$ cat src/design/idf_pkg.sv
package idf_pkg;

  localparam int unsigned NUM_CH        = 16;
  localparam int unsigned NUM_GRP       = 4;
  localparam int unsigned CH_PER_GRP    = 4;

  // Timing: module clock, millisecond base and dechatter window unit.
  localparam int unsigned CLK_HZ        = 40000000;
  localparam int unsigned MS_PER_S      = 1000;
  localparam int unsigned MS_CYCLES     = CLK_HZ / MS_PER_S;
  localparam int unsigned WIN_UNIT_MS   = 100;

  // Debounce type encodings.
  localparam logic        DBT_STEADY    = 1'h0;
  localparam logic        DBT_INTEG     = 1'h1;

  // Edge selector encodings.
  localparam logic [1:0]  EDGE_BOTH     = 2'h0;
  localparam logic [1:0]  EDGE_RISE     = 2'h1;
  localparam logic [1:0]  EDGE_FALL     = 2'h2;

  // Reset values of the configuration.
  localparam logic [7:0]  DEF_DEB_MS    = 8'h01;
  localparam logic [7:0]  DEF_CHAT_CNT  = 8'h01;
  localparam logic [7:0]  DEF_CHAT_TIME = 8'h01;
  localparam logic        DEF_DECH_EN   = 1'h1;
  localparam logic        DEF_USED      = 1'h1;
  localparam logic        DEF_CNT_MODE  = 1'h0;

  typedef struct packed {
    logic       used;
    logic [7:0] deb_ms;
    logic [1:0] edge_sel;
    logic [7:0] chat_cnt;
    logic [7:0] chat_time;
  } idf_ch_cfg_t;

  typedef struct packed {
    logic deb_type;
    logic cnt_mode;
    logic dech_en;
  } idf_grp_cfg_t;

  typedef struct packed {
    logic level;
    logic valid;
    logic rising;
    logic dech_act;
  } idf_ch_out_t;

  localparam idf_ch_cfg_t  CH_CFG_DEF  = '{used: DEF_USED, deb_ms: DEF_DEB_MS, edge_sel: EDGE_BOTH,
                                          chat_cnt: DEF_CHAT_CNT, chat_time: DEF_CHAT_TIME};
  localparam idf_grp_cfg_t GRP_CFG_DEF = '{deb_type: DBT_STEADY, cnt_mode: DEF_CNT_MODE,
                                          dech_en: DEF_DECH_EN};

endpackage

$ cat src/design/idf_tick.sv
`timescale 1ns/1ps
// Divides qualifying enable pulses by DIV and emits one pulse per DIV of them.
module idf_tick #(
  parameter int unsigned DIV = 40000
) (
  input  wire logic clock,
  input  wire logic rst,
  input  wire logic ce,
  input  wire logic en,
  output logic      tick
);
  localparam int unsigned W = (DIV > 1) ? $clog2(DIV) : 1;
  localparam logic [W-1:0] LAST = W'(DIV - 1);

  logic [W-1:0] cnt_r;
  logic [W-1:0] cnt_nxt;
  logic         tick_nxt;

  always_comb
  begin
    cnt_nxt  = cnt_r;
    tick_nxt = 1'b0;
    if (en)
    begin
      if (cnt_r == LAST)
      begin
        cnt_nxt  = '0;
        tick_nxt = 1'b1;
      end
      else
        cnt_nxt = cnt_r + W'(1);
    end
  end

  always_ff @(posedge clock)
  begin
    if (rst)
    begin
      cnt_r <= '0;
      tick  <= 1'b0;
    end
    else if (ce)
    begin
      cnt_r <= cnt_nxt;
      tick  <= tick_nxt;
    end
  end
endmodule

$ cat src/design/idf_top.sv
`timescale 1ns/1ps
// What this block does
// Debounce time 0 to 255 ms per channel; zero passes raw input through.
// Debounce time defaults to one millisecond after defaults load.
// Each four-channel group picks steady-state (0) or integrating (1) filtering.
// Steady-state accepts a level held longer than filter time; transitions restart timing.
// Integrating accepts once accumulated time at new level reaches filter time.
// Filtered edge lags raw edge by the debounce delay.
// Software should program at least one millisecond debounce; not enforced.
// Time stamping channels detect both filtered edges regardless of edge selector.
// Edge selector: 0 both, 1 rising, 2 falling; single edges only when counting.
// Dechatter records first N edges (1 to 255) per window, discards others.
// Dechatter window is 1 to 255 units of 100 ms, default one.
// Window starts at first edge when idle or after expiry; none without edges.
// Group dechatter enable, default on; disabled passes every edge unlimited.
// Discard sets dechatter-active; window expiry clears it.
// No polarity alternation enforced among recorded edges.
// Disabled channel reports level zero and produces no edges.
// Order: debounce, edge detection on filtered level, dechatter, then recording.
// Integrating uses ms up/down accumulator; level toggles when count reaches time.
module idf_top
  import idf_pkg::*;
#(
  parameter int unsigned MS_DIV  = idf_pkg::MS_CYCLES,
  parameter int unsigned WIN_DIV = idf_pkg::WIN_UNIT_MS
) (
  input  wire logic                          clock,
  input  wire logic                          rst,
  input  wire logic                          ce,
  input  wire logic [idf_pkg::NUM_CH-1:0]    raw_in,
  input  wire logic                          cfg_wr,
  input  wire logic                          cfg_def,
  input  idf_pkg::idf_ch_cfg_t               ch_cfg_in  [idf_pkg::NUM_CH],
  input  idf_pkg::idf_grp_cfg_t              grp_cfg_in [idf_pkg::NUM_GRP],
  output idf_pkg::idf_ch_out_t               ch_out     [idf_pkg::NUM_CH]
);
  import idf_pkg::*;

  logic ms_tick;
  logic win_tick;

  idf_tick #(.DIV(MS_DIV)) u_ms_tick (
    .clock (clock),
    .rst   (rst),
    .ce    (ce),
    .en    (1'b1),
    .tick  (ms_tick)
  );

  idf_tick #(.DIV(WIN_DIV)) u_win_tick (
    .clock (clock),
    .rst   (rst),
    .ce    (ce),
    .en    (ms_tick),
    .tick  (win_tick)
  );

  // Configuration is captured on a write strobe so a live change cannot tear mid-cycle.
  idf_ch_cfg_t  ch_cfg_r   [NUM_CH];
  idf_ch_cfg_t  ch_cfg_nxt [NUM_CH];
  idf_grp_cfg_t grp_cfg_r   [NUM_GRP];
  idf_grp_cfg_t grp_cfg_nxt [NUM_GRP];

  always_comb
  begin
    for (int i = 0; i < NUM_CH; i++)
    begin
      ch_cfg_nxt[i] = ch_cfg_r[i];
      if (cfg_def)
        ch_cfg_nxt[i] = CH_CFG_DEF;
      else if (cfg_wr)
        ch_cfg_nxt[i] = ch_cfg_in[i];
    end
    for (int g = 0; g < NUM_GRP; g++)
    begin
      grp_cfg_nxt[g] = grp_cfg_r[g];
      if (cfg_def)
        grp_cfg_nxt[g] = GRP_CFG_DEF;
      else if (cfg_wr)
        grp_cfg_nxt[g] = grp_cfg_in[g];
    end
  end

  always_ff @(posedge clock)
  begin
    if (rst)
    begin
      for (int i = 0; i < NUM_CH; i++)
        ch_cfg_r[i] <= CH_CFG_DEF;
      for (int g = 0; g < NUM_GRP; g++)
        grp_cfg_r[g] <= GRP_CFG_DEF;
    end
    else if (ce)
    begin
      ch_cfg_r  <= ch_cfg_nxt;
      grp_cfg_r <= grp_cfg_nxt;
    end
  end

  genvar c;
  generate
    for (c = 0; c < NUM_CH; c++)
    begin : g_ch
      idf_ch_cfg_t  cc;
      idf_grp_cfg_t gc;
      logic         raw_prev_r;
      logic         raw_prev_nxt;
      logic         lvl_r;
      logic         lvl_nxt;
      logic [7:0]   acc_r;
      logic [7:0]   acc_nxt;
      logic         rise;
      logic         fall;
      logic         qual;
      logic         win_on_r;
      logic         win_on_nxt;
      logic [7:0]   win_left_r;
      logic [7:0]   win_left_nxt;
      logic [7:0]   ecnt_r;
      logic [7:0]   ecnt_nxt;
      logic         act_r;
      logic         act_nxt;
      logic         pass;
      idf_ch_out_t  out_nxt;
      idf_ch_out_t  out_r;

      assign cc = ch_cfg_r[c];
      assign gc = grp_cfg_r[c / CH_PER_GRP];

      // Debounce stage; its delay is the latency seen by time stamping downstream.
      always_comb
      begin
        raw_prev_nxt = raw_in[c];
        lvl_nxt      = lvl_r;
        acc_nxt      = acc_r;
        if (!cc.used)
        begin
          lvl_nxt = 1'b0;
          acc_nxt = 8'h00;
        end
        else if (cc.deb_ms == 8'h00)
        begin
          lvl_nxt = raw_in[c];
          acc_nxt = 8'h00;
        end
        else if (gc.deb_type == DBT_STEADY)
        begin
          if (raw_in[c] == lvl_r || raw_in[c] != raw_prev_r)
            acc_nxt = 8'h00;
          else if (ms_tick)
          begin
            // Holding through a further tick after reaching the time means strictly longer.
            if (acc_r >= cc.deb_ms)
            begin
              lvl_nxt = raw_in[c];
              acc_nxt = 8'h00;
            end
            else
              acc_nxt = acc_r + 8'h01;
          end
        end
        else if (ms_tick)
        begin
          if (raw_in[c] != lvl_r)
          begin
            if (acc_r + 8'h01 >= cc.deb_ms)
            begin
              lvl_nxt = ~lvl_r;
              acc_nxt = 8'h00;
            end
            else
              acc_nxt = acc_r + 8'h01;
          end
          else if (acc_r != 8'h00)
            acc_nxt = acc_r - 8'h01;
        end
      end

      // Edge detection runs on the filtered level only.
      always_comb
      begin
        rise = cc.used && lvl_nxt && !lvl_r;
        fall = cc.used && !lvl_nxt && lvl_r;
        qual = rise || fall;
        if (gc.cnt_mode)
        begin
          if (cc.edge_sel == EDGE_RISE)
            qual = rise;
          else if (cc.edge_sel == EDGE_FALL)
            qual = fall;
        end
      end

      // Dechatter stage; expiry is handled first so an edge in that cycle opens a fresh window.
      always_comb
      begin
        win_on_nxt   = win_on_r;
        win_left_nxt = win_left_r;
        ecnt_nxt     = ecnt_r;
        act_nxt      = act_r;
        pass         = 1'b0;
        if (win_on_r && win_tick)
        begin
          if (win_left_r <= 8'h01)
          begin
            win_on_nxt = 1'b0;
            act_nxt    = 1'b0;
          end
          else
            win_left_nxt = win_left_r - 8'h01;
        end
        if (!gc.dech_en)
        begin
          pass       = qual;
          win_on_nxt = 1'b0;
          act_nxt    = 1'b0;
        end
        else if (qual)
        begin
          if (!win_on_nxt)
          begin
            pass         = 1'b1;
            win_on_nxt   = 1'b1;
            win_left_nxt = cc.chat_time;
            ecnt_nxt     = 8'h01;
          end
          else if (ecnt_r < cc.chat_cnt)
          begin
            pass     = 1'b1;
            ecnt_nxt = ecnt_r + 8'h01;
          end
          else
            act_nxt = 1'b1;
        end
        if (!cc.used)
        begin
          win_on_nxt = 1'b0;
          act_nxt    = 1'b0;
        end
        out_nxt.level    = lvl_nxt;
        out_nxt.valid    = pass;
        out_nxt.rising   = rise;
        out_nxt.dech_act = act_nxt;
      end

      always_ff @(posedge clock)
      begin
        if (rst)
        begin
          raw_prev_r <= 1'b0;
          lvl_r      <= 1'b0;
          acc_r      <= 8'h00;
          win_on_r   <= 1'b0;
          win_left_r <= 8'h00;
          ecnt_r     <= 8'h00;
          act_r      <= 1'b0;
          out_r      <= '0;
        end
        else if (ce)
        begin
          raw_prev_r <= raw_prev_nxt;
          lvl_r      <= lvl_nxt;
          acc_r      <= acc_nxt;
          win_on_r   <= win_on_nxt;
          win_left_r <= win_left_nxt;
          ecnt_r     <= ecnt_nxt;
          act_r      <= act_nxt;
          out_r      <= out_nxt;
        end
      end

      assign ch_out[c] = out_r;
    end
  endgenerate
endmodule

$ cat config.mk
export PLATFORM = sky130hd
export DESIGN_NAME = idf_top
export DESIGN_NICKNAME = d
export VERILOG_FILES = /design/src/design/idf_pkg.sv /design/src/design/idf_tick.sv /design/src/design/idf_top.sv
export SDC_FILE = /design/constraint.sdc
export NUM_CORES = 2
export LEC_CHECK = 0
export ABC_CLOCK_PERIOD_IN_PS = 6450
export BUFFER_PORTS_ARGS = -buffer_cell sky130_fd_sc_hd__buf_2
export CAP_MARGIN = 20
export CORE_MARGIN = 2
export CORE_UTILIZATION = 30
export CTS_CLUSTER_SIZE = 24
export DETAILED_ROUTE_END_ITERATION = 7
export GPL_TIMING_DRIVEN = 0
export HOLD_SLACK_MARGIN = 0.1
export PLACE_DENSITY = 0.52
export REMOVE_ABC_BUFFERS = 1
export SLEW_MARGIN = 20
export SYNTH_ARGS = -nofsm -noshare
export SYNTH_HDL_FRONTEND = slang
export SYNTH_SLANG_ARGS = --single-unit
export TNS_END_PERCENT = 30
$ cat constraint.sdc
create_clock -name clock -period 6.45 [get_ports clock]
set_clock_uncertainty 0.05 [all_clocks]
set_input_delay 0.3225 -clock clock [delete_from_list [all_inputs] [get_ports clock]]
set_output_delay 0.3225 -clock clock [all_outputs]
set_load 0.01 [all_outputs]
## Word-level counts from Yosys, hierarchy flattened

Cells that the tools add are included.

| storage, ports and cells | value |
|---|---|
| flip-flop bits (word level) | 949 |
| input port bits | 465 |
| output and inout bits | 64 |
| word-level logic and storage cells | 1,508 |

| operators by class | value |
|---|---|
| bitwise operators | 16 |
| muxes and demuxes | 765 |
| $add $sub $neg | 66 |
| equal/unequal tests | 146 |
| reduce and logical (&&, ||, !) cells | 211 |
| $lt $le $gt $ge | 64 |

Operators with widths:

| cell | number |
|---|---|
| 8-bit two-way mux | 272 |
| 27-bit two-way mux | 32 |
| 1-bit two-way mux | 451 |
| 8-bit by 1-bit adder with 8-bit output (second input constant) | 32 |
| 8-bit greater-or-equal comparator | 32 |
| 8-bit by 1-bit subtractor with 8-bit output (second input constant) | 32 |
| 8-bit by 1-bit <= comparator with 1-bit output (second input constant) | 16 |
| 8-bit zero test | 16 |
| 8-bit less-than comparator | 16 |
| 4-bit AND reduction | 32 |
| 8-bit nonzero test | 16 |
| 1-bit logical AND | 80 |
| 5-bit by 2-bit inequality test with 1-bit output (second input constant) | 16 |
| 4-bit by 1-bit inequality test with 1-bit output (second input constant) | 16 |
| 4-bit by 2-bit inequality test with 1-bit output (second input constant) | 16 |
| 2-bit by 1-bit equality test with 1-bit output (second input constant) | 16 |
| 2-bit equality test (second input constant) | 16 |
| 1-bit zero test | 32 |
| 1-bit logical OR | 32 |
| 1-bit inequality test | 32 |
| 2-bit by 1-bit inequality test with 1-bit output (second input constant) | 16 |
| 3-bit two-way mux | 8 |
| 16-bit by 1-bit adder with 16-bit output (second input constant) | 1 |
| 1-bit equality test | 16 |
| 8 further kinds | 24 |

## Longest topological paths before layout

| logic depth | value |
|---|---|
| word-level depth | 18 |
| depth in mapped cells | 16 |
| mapped depth without buffers | 13 |

## Modules after synthesis

Synthesis repeated with hierarchy kept, for this count alone.

| second synthesis, totals | value |
|---|---|
| cells, all modules | 7,477 |
| area total of the unflattened synthesis | 58,167.0 um^2 |

Modules (own cells, without submodules):

| module | seq. area each (um^2) | cells an instance | area each (um^2) | instances |
|---|---|---|---|---|
| idf_top | 18,497.7 | 7,341 | 56,972.1 | 1 |
| idf_tick (u_ms_tick) | 340.3 | 90 | 779.5 | 1 |
| idf_tick (u_win_tick) | 160.2 | 46 | 415.4 | 1 |

## Worst setup path before layout

Ideal clock, no wire load.

| timing path | value |
|---|---|
| path kind | flip-flop to flip-flop |
| start | reg g_ch[13].acc_r[2] |
| end | reg g_ch[13].ecnt_r[7] |
| stages on the path, launching flop included | 15 |
| clock period less this slack | 3.651 ns |
| library setup time | 0.070 ns |
| setup slack | 2.799 ns |
| data required time | 6.330 ns |
| arrival | 3.530 ns |
| path buffers | 1 |
| path through | dfxtp_1 -> clkbuf_1 -> and3_1 -> and3_1 -> nand3_1 -> xnor2_1 -> ha_1 -> nand2_1 -> or3_1 -> o32ai_1 -> a32oi_1 -> a21oi_1 -> nand3_1 -> or4_1 -> a21oi_1 |

| between the ends | value |
|---|---|
| longest elaborated chain between the ends | 16 |
| elaborated cells on any way between the ends | 22 |
| those cells by class | add/sub: 1; order compare: 2; mux: 12; reduce/logical: 7 |

RTL lines:

| what | RTL line | source |
|---|---|---|
| from (decl) | idf_top.sv:110 | `logic [7:0] acc_r;` |
| from (signal assigned) | idf_top.sv:263 | `acc_r <= acc_nxt;` |
| 8-bit by 1-bit adder with 8-bit output | idf_top.sv:166 | `if (acc_r + 8'h01 >= cc.deb_ms)` |
| 8-bit greater-or-equal comparator | idf_top.sv:166 |  |
| 1-bit two-way mux | idf_top.sv:166 |  |
| 1-bit two-way mux | idf_top.sv:164 | `if (raw_in[c] != lvl_r)` |
| 1-bit two-way mux | idf_top.sv:162 | `else if (ms_tick)` |
| 1-bit two-way mux * | idf_top.sv:146 | `else if (gc.deb_type == DBT_STEADY)` |
| 1-bit two-way mux * | idf_top.sv:141 | `else if (cc.deb_ms == 8'h00)` |
| 1-bit two-way mux * | idf_top.sv:136 | `if (!cc.used)` |
| 1-bit zero test | idf_top.sv:183 | `fall = cc.used && !lvl_nxt && lvl_r;` |
| 1-bit logical AND (2 in a row) | idf_top.sv:183 |  |
| 1-bit logical OR | idf_top.sv:184 | `qual = rise \|\| fall;` |
| 1-bit two-way mux | idf_top.sv:189 | `else if (cc.edge_sel == EDGE_FALL)` |
| 1-bit two-way mux | idf_top.sv:187 | `if (cc.edge_sel == EDGE_RISE)` |
| 1-bit two-way mux * | idf_top.sv:185 | `if (gc.cnt_mode)` |
| 4-bit AND reduction (no line) * | -- |  |
| to (signal assigned) | idf_top.sv:266 | `ecnt_r <= ecnt_nxt;` |
| to (decl) | idf_top.sv:119 | `logic [7:0] ecnt_r;` |

Mark *: on every way between the ends. The rest lies on a longest branch, timed or not.
A chain may end at the register's enable or synchronous reset.

## Final worst setup path

| timing path | value |
|---|---|
| start | in ce |
| end | reg g_ch[12].ecnt_r[4] |

| between the ends | value |
|---|---|
| longest elaborated chain between the ends | 1 |

RTL lines:

| what | RTL line | source |
|---|---|---|
| from (decl) | idf_top.sv:29 | `input wire logic ce,` |
| 4-bit AND reduction (no line) | -- |  |
| to (signal assigned) | idf_top.sv:266 |  |
| to (decl) | idf_top.sv:119 |  |

Every way passes these cells.

==> flow_metrics.py <==
metrics = {
    "status": {
        "status": "finished clean",
    },
    "placed_design": {
        "postPlaceCellArea_mm2": 0.0635,
        "hpwl_um": 137000,
        "placed_cells": 10143,
        "routabilityCongestion": 0.860,
        "dp_slack_ps": 1260,
        "port_buffers": 528,
    },
    "worst_hold_path": {
        "min_path_type": "in2reg",
    },
    "detailed_routing": {
        "firstDrtPassIters": 6,
        "ant_nets": 0,
        "dr_total_vias": 56553,
        "wl_per_cell_um": 17.9,
        "wl_um": 194000,
        "drtIter0Drc": 3309,
        "vias_per_cell": 5.20,
        "drc": 0,
    },
    "layout": {
        "postLayoutCellArea_mm2": 0.0727,
        "finalCoreUtilization_pct": 37.8,
        "area_delta_synth_final_pct": 25.5,
        "layout.nets": 9171,
        "fillCellCount": 19799,
        "fin_cells": 10879,
        "drive_gt1_share_pct": 10.6,
    },
    "cts": {
        "clockBufferDepth": 3,
        "cts-root-buf": "clkbuf_16",
        "clk_pin_slew_worst_paths_ps": 60,
        "cts_resized": 0,
        "insertion_delay_ps": 770,
        "cts.sinks": 949,
        "cts_tree": "done",
        "cts_made_buffers": 116,
        "cts_max_level": 3,
    },
    "timing": {
        "fmax_mhz": 198,
        "timing.hold.ws_ps": 211,
        "grt_setup_unrepaired": "false",
        "finalMaxSlewViolations": 0,
        "setup_slack_ps": 1410,
        "period_minus_slack_ps": 5040,
        "setup_violations": 0,
        "fin_crit_sh_pct": 78.1,
        "finalSetupTns_ps": 0,
        "hold_viol": 0,
        "relSlewSlack_pct": 30.4,
        "max_slew.worst_pin.slew_ps": 1040,
    },
    "yosys": {
        "async_reset_ff_share_pct": 0,
        "synth_top_cell_area_share_pct": 32.8,
        "synthTopCellsByArea": "dfxtp_1 33%, ha_1 10%, a21oi_1 6.4%",
        "ys_seq_elements": 949,
        "syn-cell-area_mm2": 0.0579,
        "yosysUniqueCellTypes": 98,
        "synth-edff-count": 0,
        "seq_area_frac_synth_pct": 32.8,
        "synth_cells": 7512,
        "synth.avg_cell_area_um2": 7.71,
        "ys_warn_count": 0,
        "synth_largest_area_cell": "dfxtp_1",
        "synthFlopType": "dfxtp_1",
    },
    "floorplan": {
        "ios": 529,
        "chipWidth_um": 443,
        "fp-row-count": 161,
        "core_mm2": 0.192,
        "start_util_pct": 30.1,
        "dieArea_mm2": 0.197,
        "die_y_um": 443,
    },
    "grt": {
        "overflow": 0,
        "grt_pass1_wl_um": 305000,
        "grt_usage_pct": 19.1,
        "grt_max_degree": 116,
        "antenna_found_initial": 24,
        "grt_pass1_vias": 54859,
    },
    "power": {
        "combinationalPowerShare_pct": 12.1,
        "pwr-share-clk_pct": 47.1,
        "p_leak_nw": 28.4,
        "power_density_mw_per_mm2": 207,
        "fin_total_pwr_mw": 15.0,
        "p_int_mw": 11.1,
        "vdd_ir_drop_max_uv": 203,
        "p_seq_share_pct": 40.8,
        "switching_share_pct": 26.2,
        "p_switching_mw": 3.93,
    },
    "worst_setup_path": {
        "end_kind": "flip-flop",
        "arrival_ps": 5690,
        "setup.worst_path.start_class": "primary input",
        "required_ps": 7100,
        "path_max_fanout": 98,
        "critical_path_class": "in2reg",
        "r2r_slack_ps": 1790,
    },
    "run": {
        "max-cap-violations": 0,
    },
}
## cells in the mapped netlist, drive strengths merged, types with 56 or more instances
| cell type | instances |
|---|---|
| ha | 466 |
| nor2 | 949 |
| a21o | 61 |
| nor3b | 410 |
| nand2 | 516 |
| nor4 | 105 |
| dfxtp | 949 |
| a31oi | 97 |
| nor3 | 252 |
| inv | 407 |
| xor2 | 98 |
| and3 | 106 |
| xnor2 | 109 |
| buf | 63 |
| a21oi | 740 |
| nand4 | 89 |
| nand3 | 266 |
| o21ai | 416 |
| or3 | 56 |
| or4 | 57 |
| a22oi | 61 |
| clkbuf | 424 |
## critical path, stage by stage
cell and delay, ps:
dlygate4sd3_1 560, buf_8 490, buf_16 370, clkinv_4 580
buf_16 410, nor2_2 600, nand2_1 170, nor3_1 550
nand2b_1 400, or4b_2 700, a21oi_1 150
## worst paths after layout
| check | start | to | cells after the start |
|---|---|---|---|
| setup / recovery | ce | g_ch[12].ecnt_r[4] | 11 |
| hold / removal | cfg_wr | ch_cfg_r[162] | 5 |
| setup reg to reg | g_ch[13].acc_r[2] | g_ch[13].ecnt_r[6] | 13 |
| hold reg to reg | ch_out[22] | ch_out[22] | 2 |
## power by group through the flow
stage / registers, mW / logic (mW) / clock network, mW
after CTS: 6.14 / 1.83 / 7.32
after floorplan: 6.22 / 0.938 / 0
after detailed placement: 6.27 / 1.57 / 0
after global routing: 6.15 / 2.01 / 7.54
after global placement: 6.27 / 1.65 / 0
final: 6.14 / 1.82 / 7.07
## cell type report
cell class                 count  area, um^2  share of cell area [%]
clock buffer                 167        3440                    4.73
sequential                   949       19000                    26.2
multi-input combinational   5667       35500                    48.8
antenna                       18        45.0                  0.0620
timing repair buffer        1097        9350                    12.9
tap                         2526        3160                    4.35
inverter                     409        1550                    2.13
clock inverter                46         672                   0.924
## flip-flops by register name, summed over array words and instances, names as in the netlist
register	count
ch_out	64
g_ch.ecnt_r	128
u_ms_tick.cnt_r	16
g_ch.raw_prev_r	16
g_ch.win_left_r	128
u_win_tick.tick	1
g_ch.win_on_r	16
ch_cfg_r	432
g_ch.gc	12
u_win_tick.cnt_r	7
u_ms_tick.tick	1
g_ch.acc_r	128
## what timing repair did
item                                   in CTS  in global routing
endpoints found under the hold margin     524                  0
hold buffers                              503                  0
setup buffers                               0                  0
## per-layer routing
layer	routed length, um	vias up	GRT usage (%)
li1	-	28354	-
met1	87200	26790	23.8
met2	93000	1122	33.4
met3	6580	287	2.12
met4	7690	0	7.99
met5	0	-	0
## cell families (layout without fill, tap and decap cells)
| logic type | after synthesis | count (layout) | share of synthesized area [%] |
|---|---|---|---|
| simple gates | 3095 | 3095 | 27.5 |
| compound gates | 1857 | 1857 | 19.6 |
| flops | 949 | 949 | 32.8 |
| buf+inv | 896 | 1719 | 6.07 |
| fa+ha+maj | 466 | 466 | 10.1 |
| xor+xnor | 207 | 207 | 3.13 |
| mux | 42 | 42 | 0.730 |
| other cells | 0 | 18 | 0 |
## layout by cell type, fill, tap and decap left out, drive strengths merged, types with 53 or more instances in the layout
cell type,instances
or3,56
a31oi,97
dfxtp,949
inv,411
nand2,516
a22oi,61
nor3b,410
nor3,252
nor4,105
and2,53
a21oi,740
nor2,949
or4,57
ha,466
a21o,61
buf,592
a211oi,53
nand3,266
xor2,98
and3,106
clkbuf,169
o21ai,416
dlygate4sd3,503
xnor2,109
nand4,89
No activity file was read; power rests on OpenSTA's default activity.
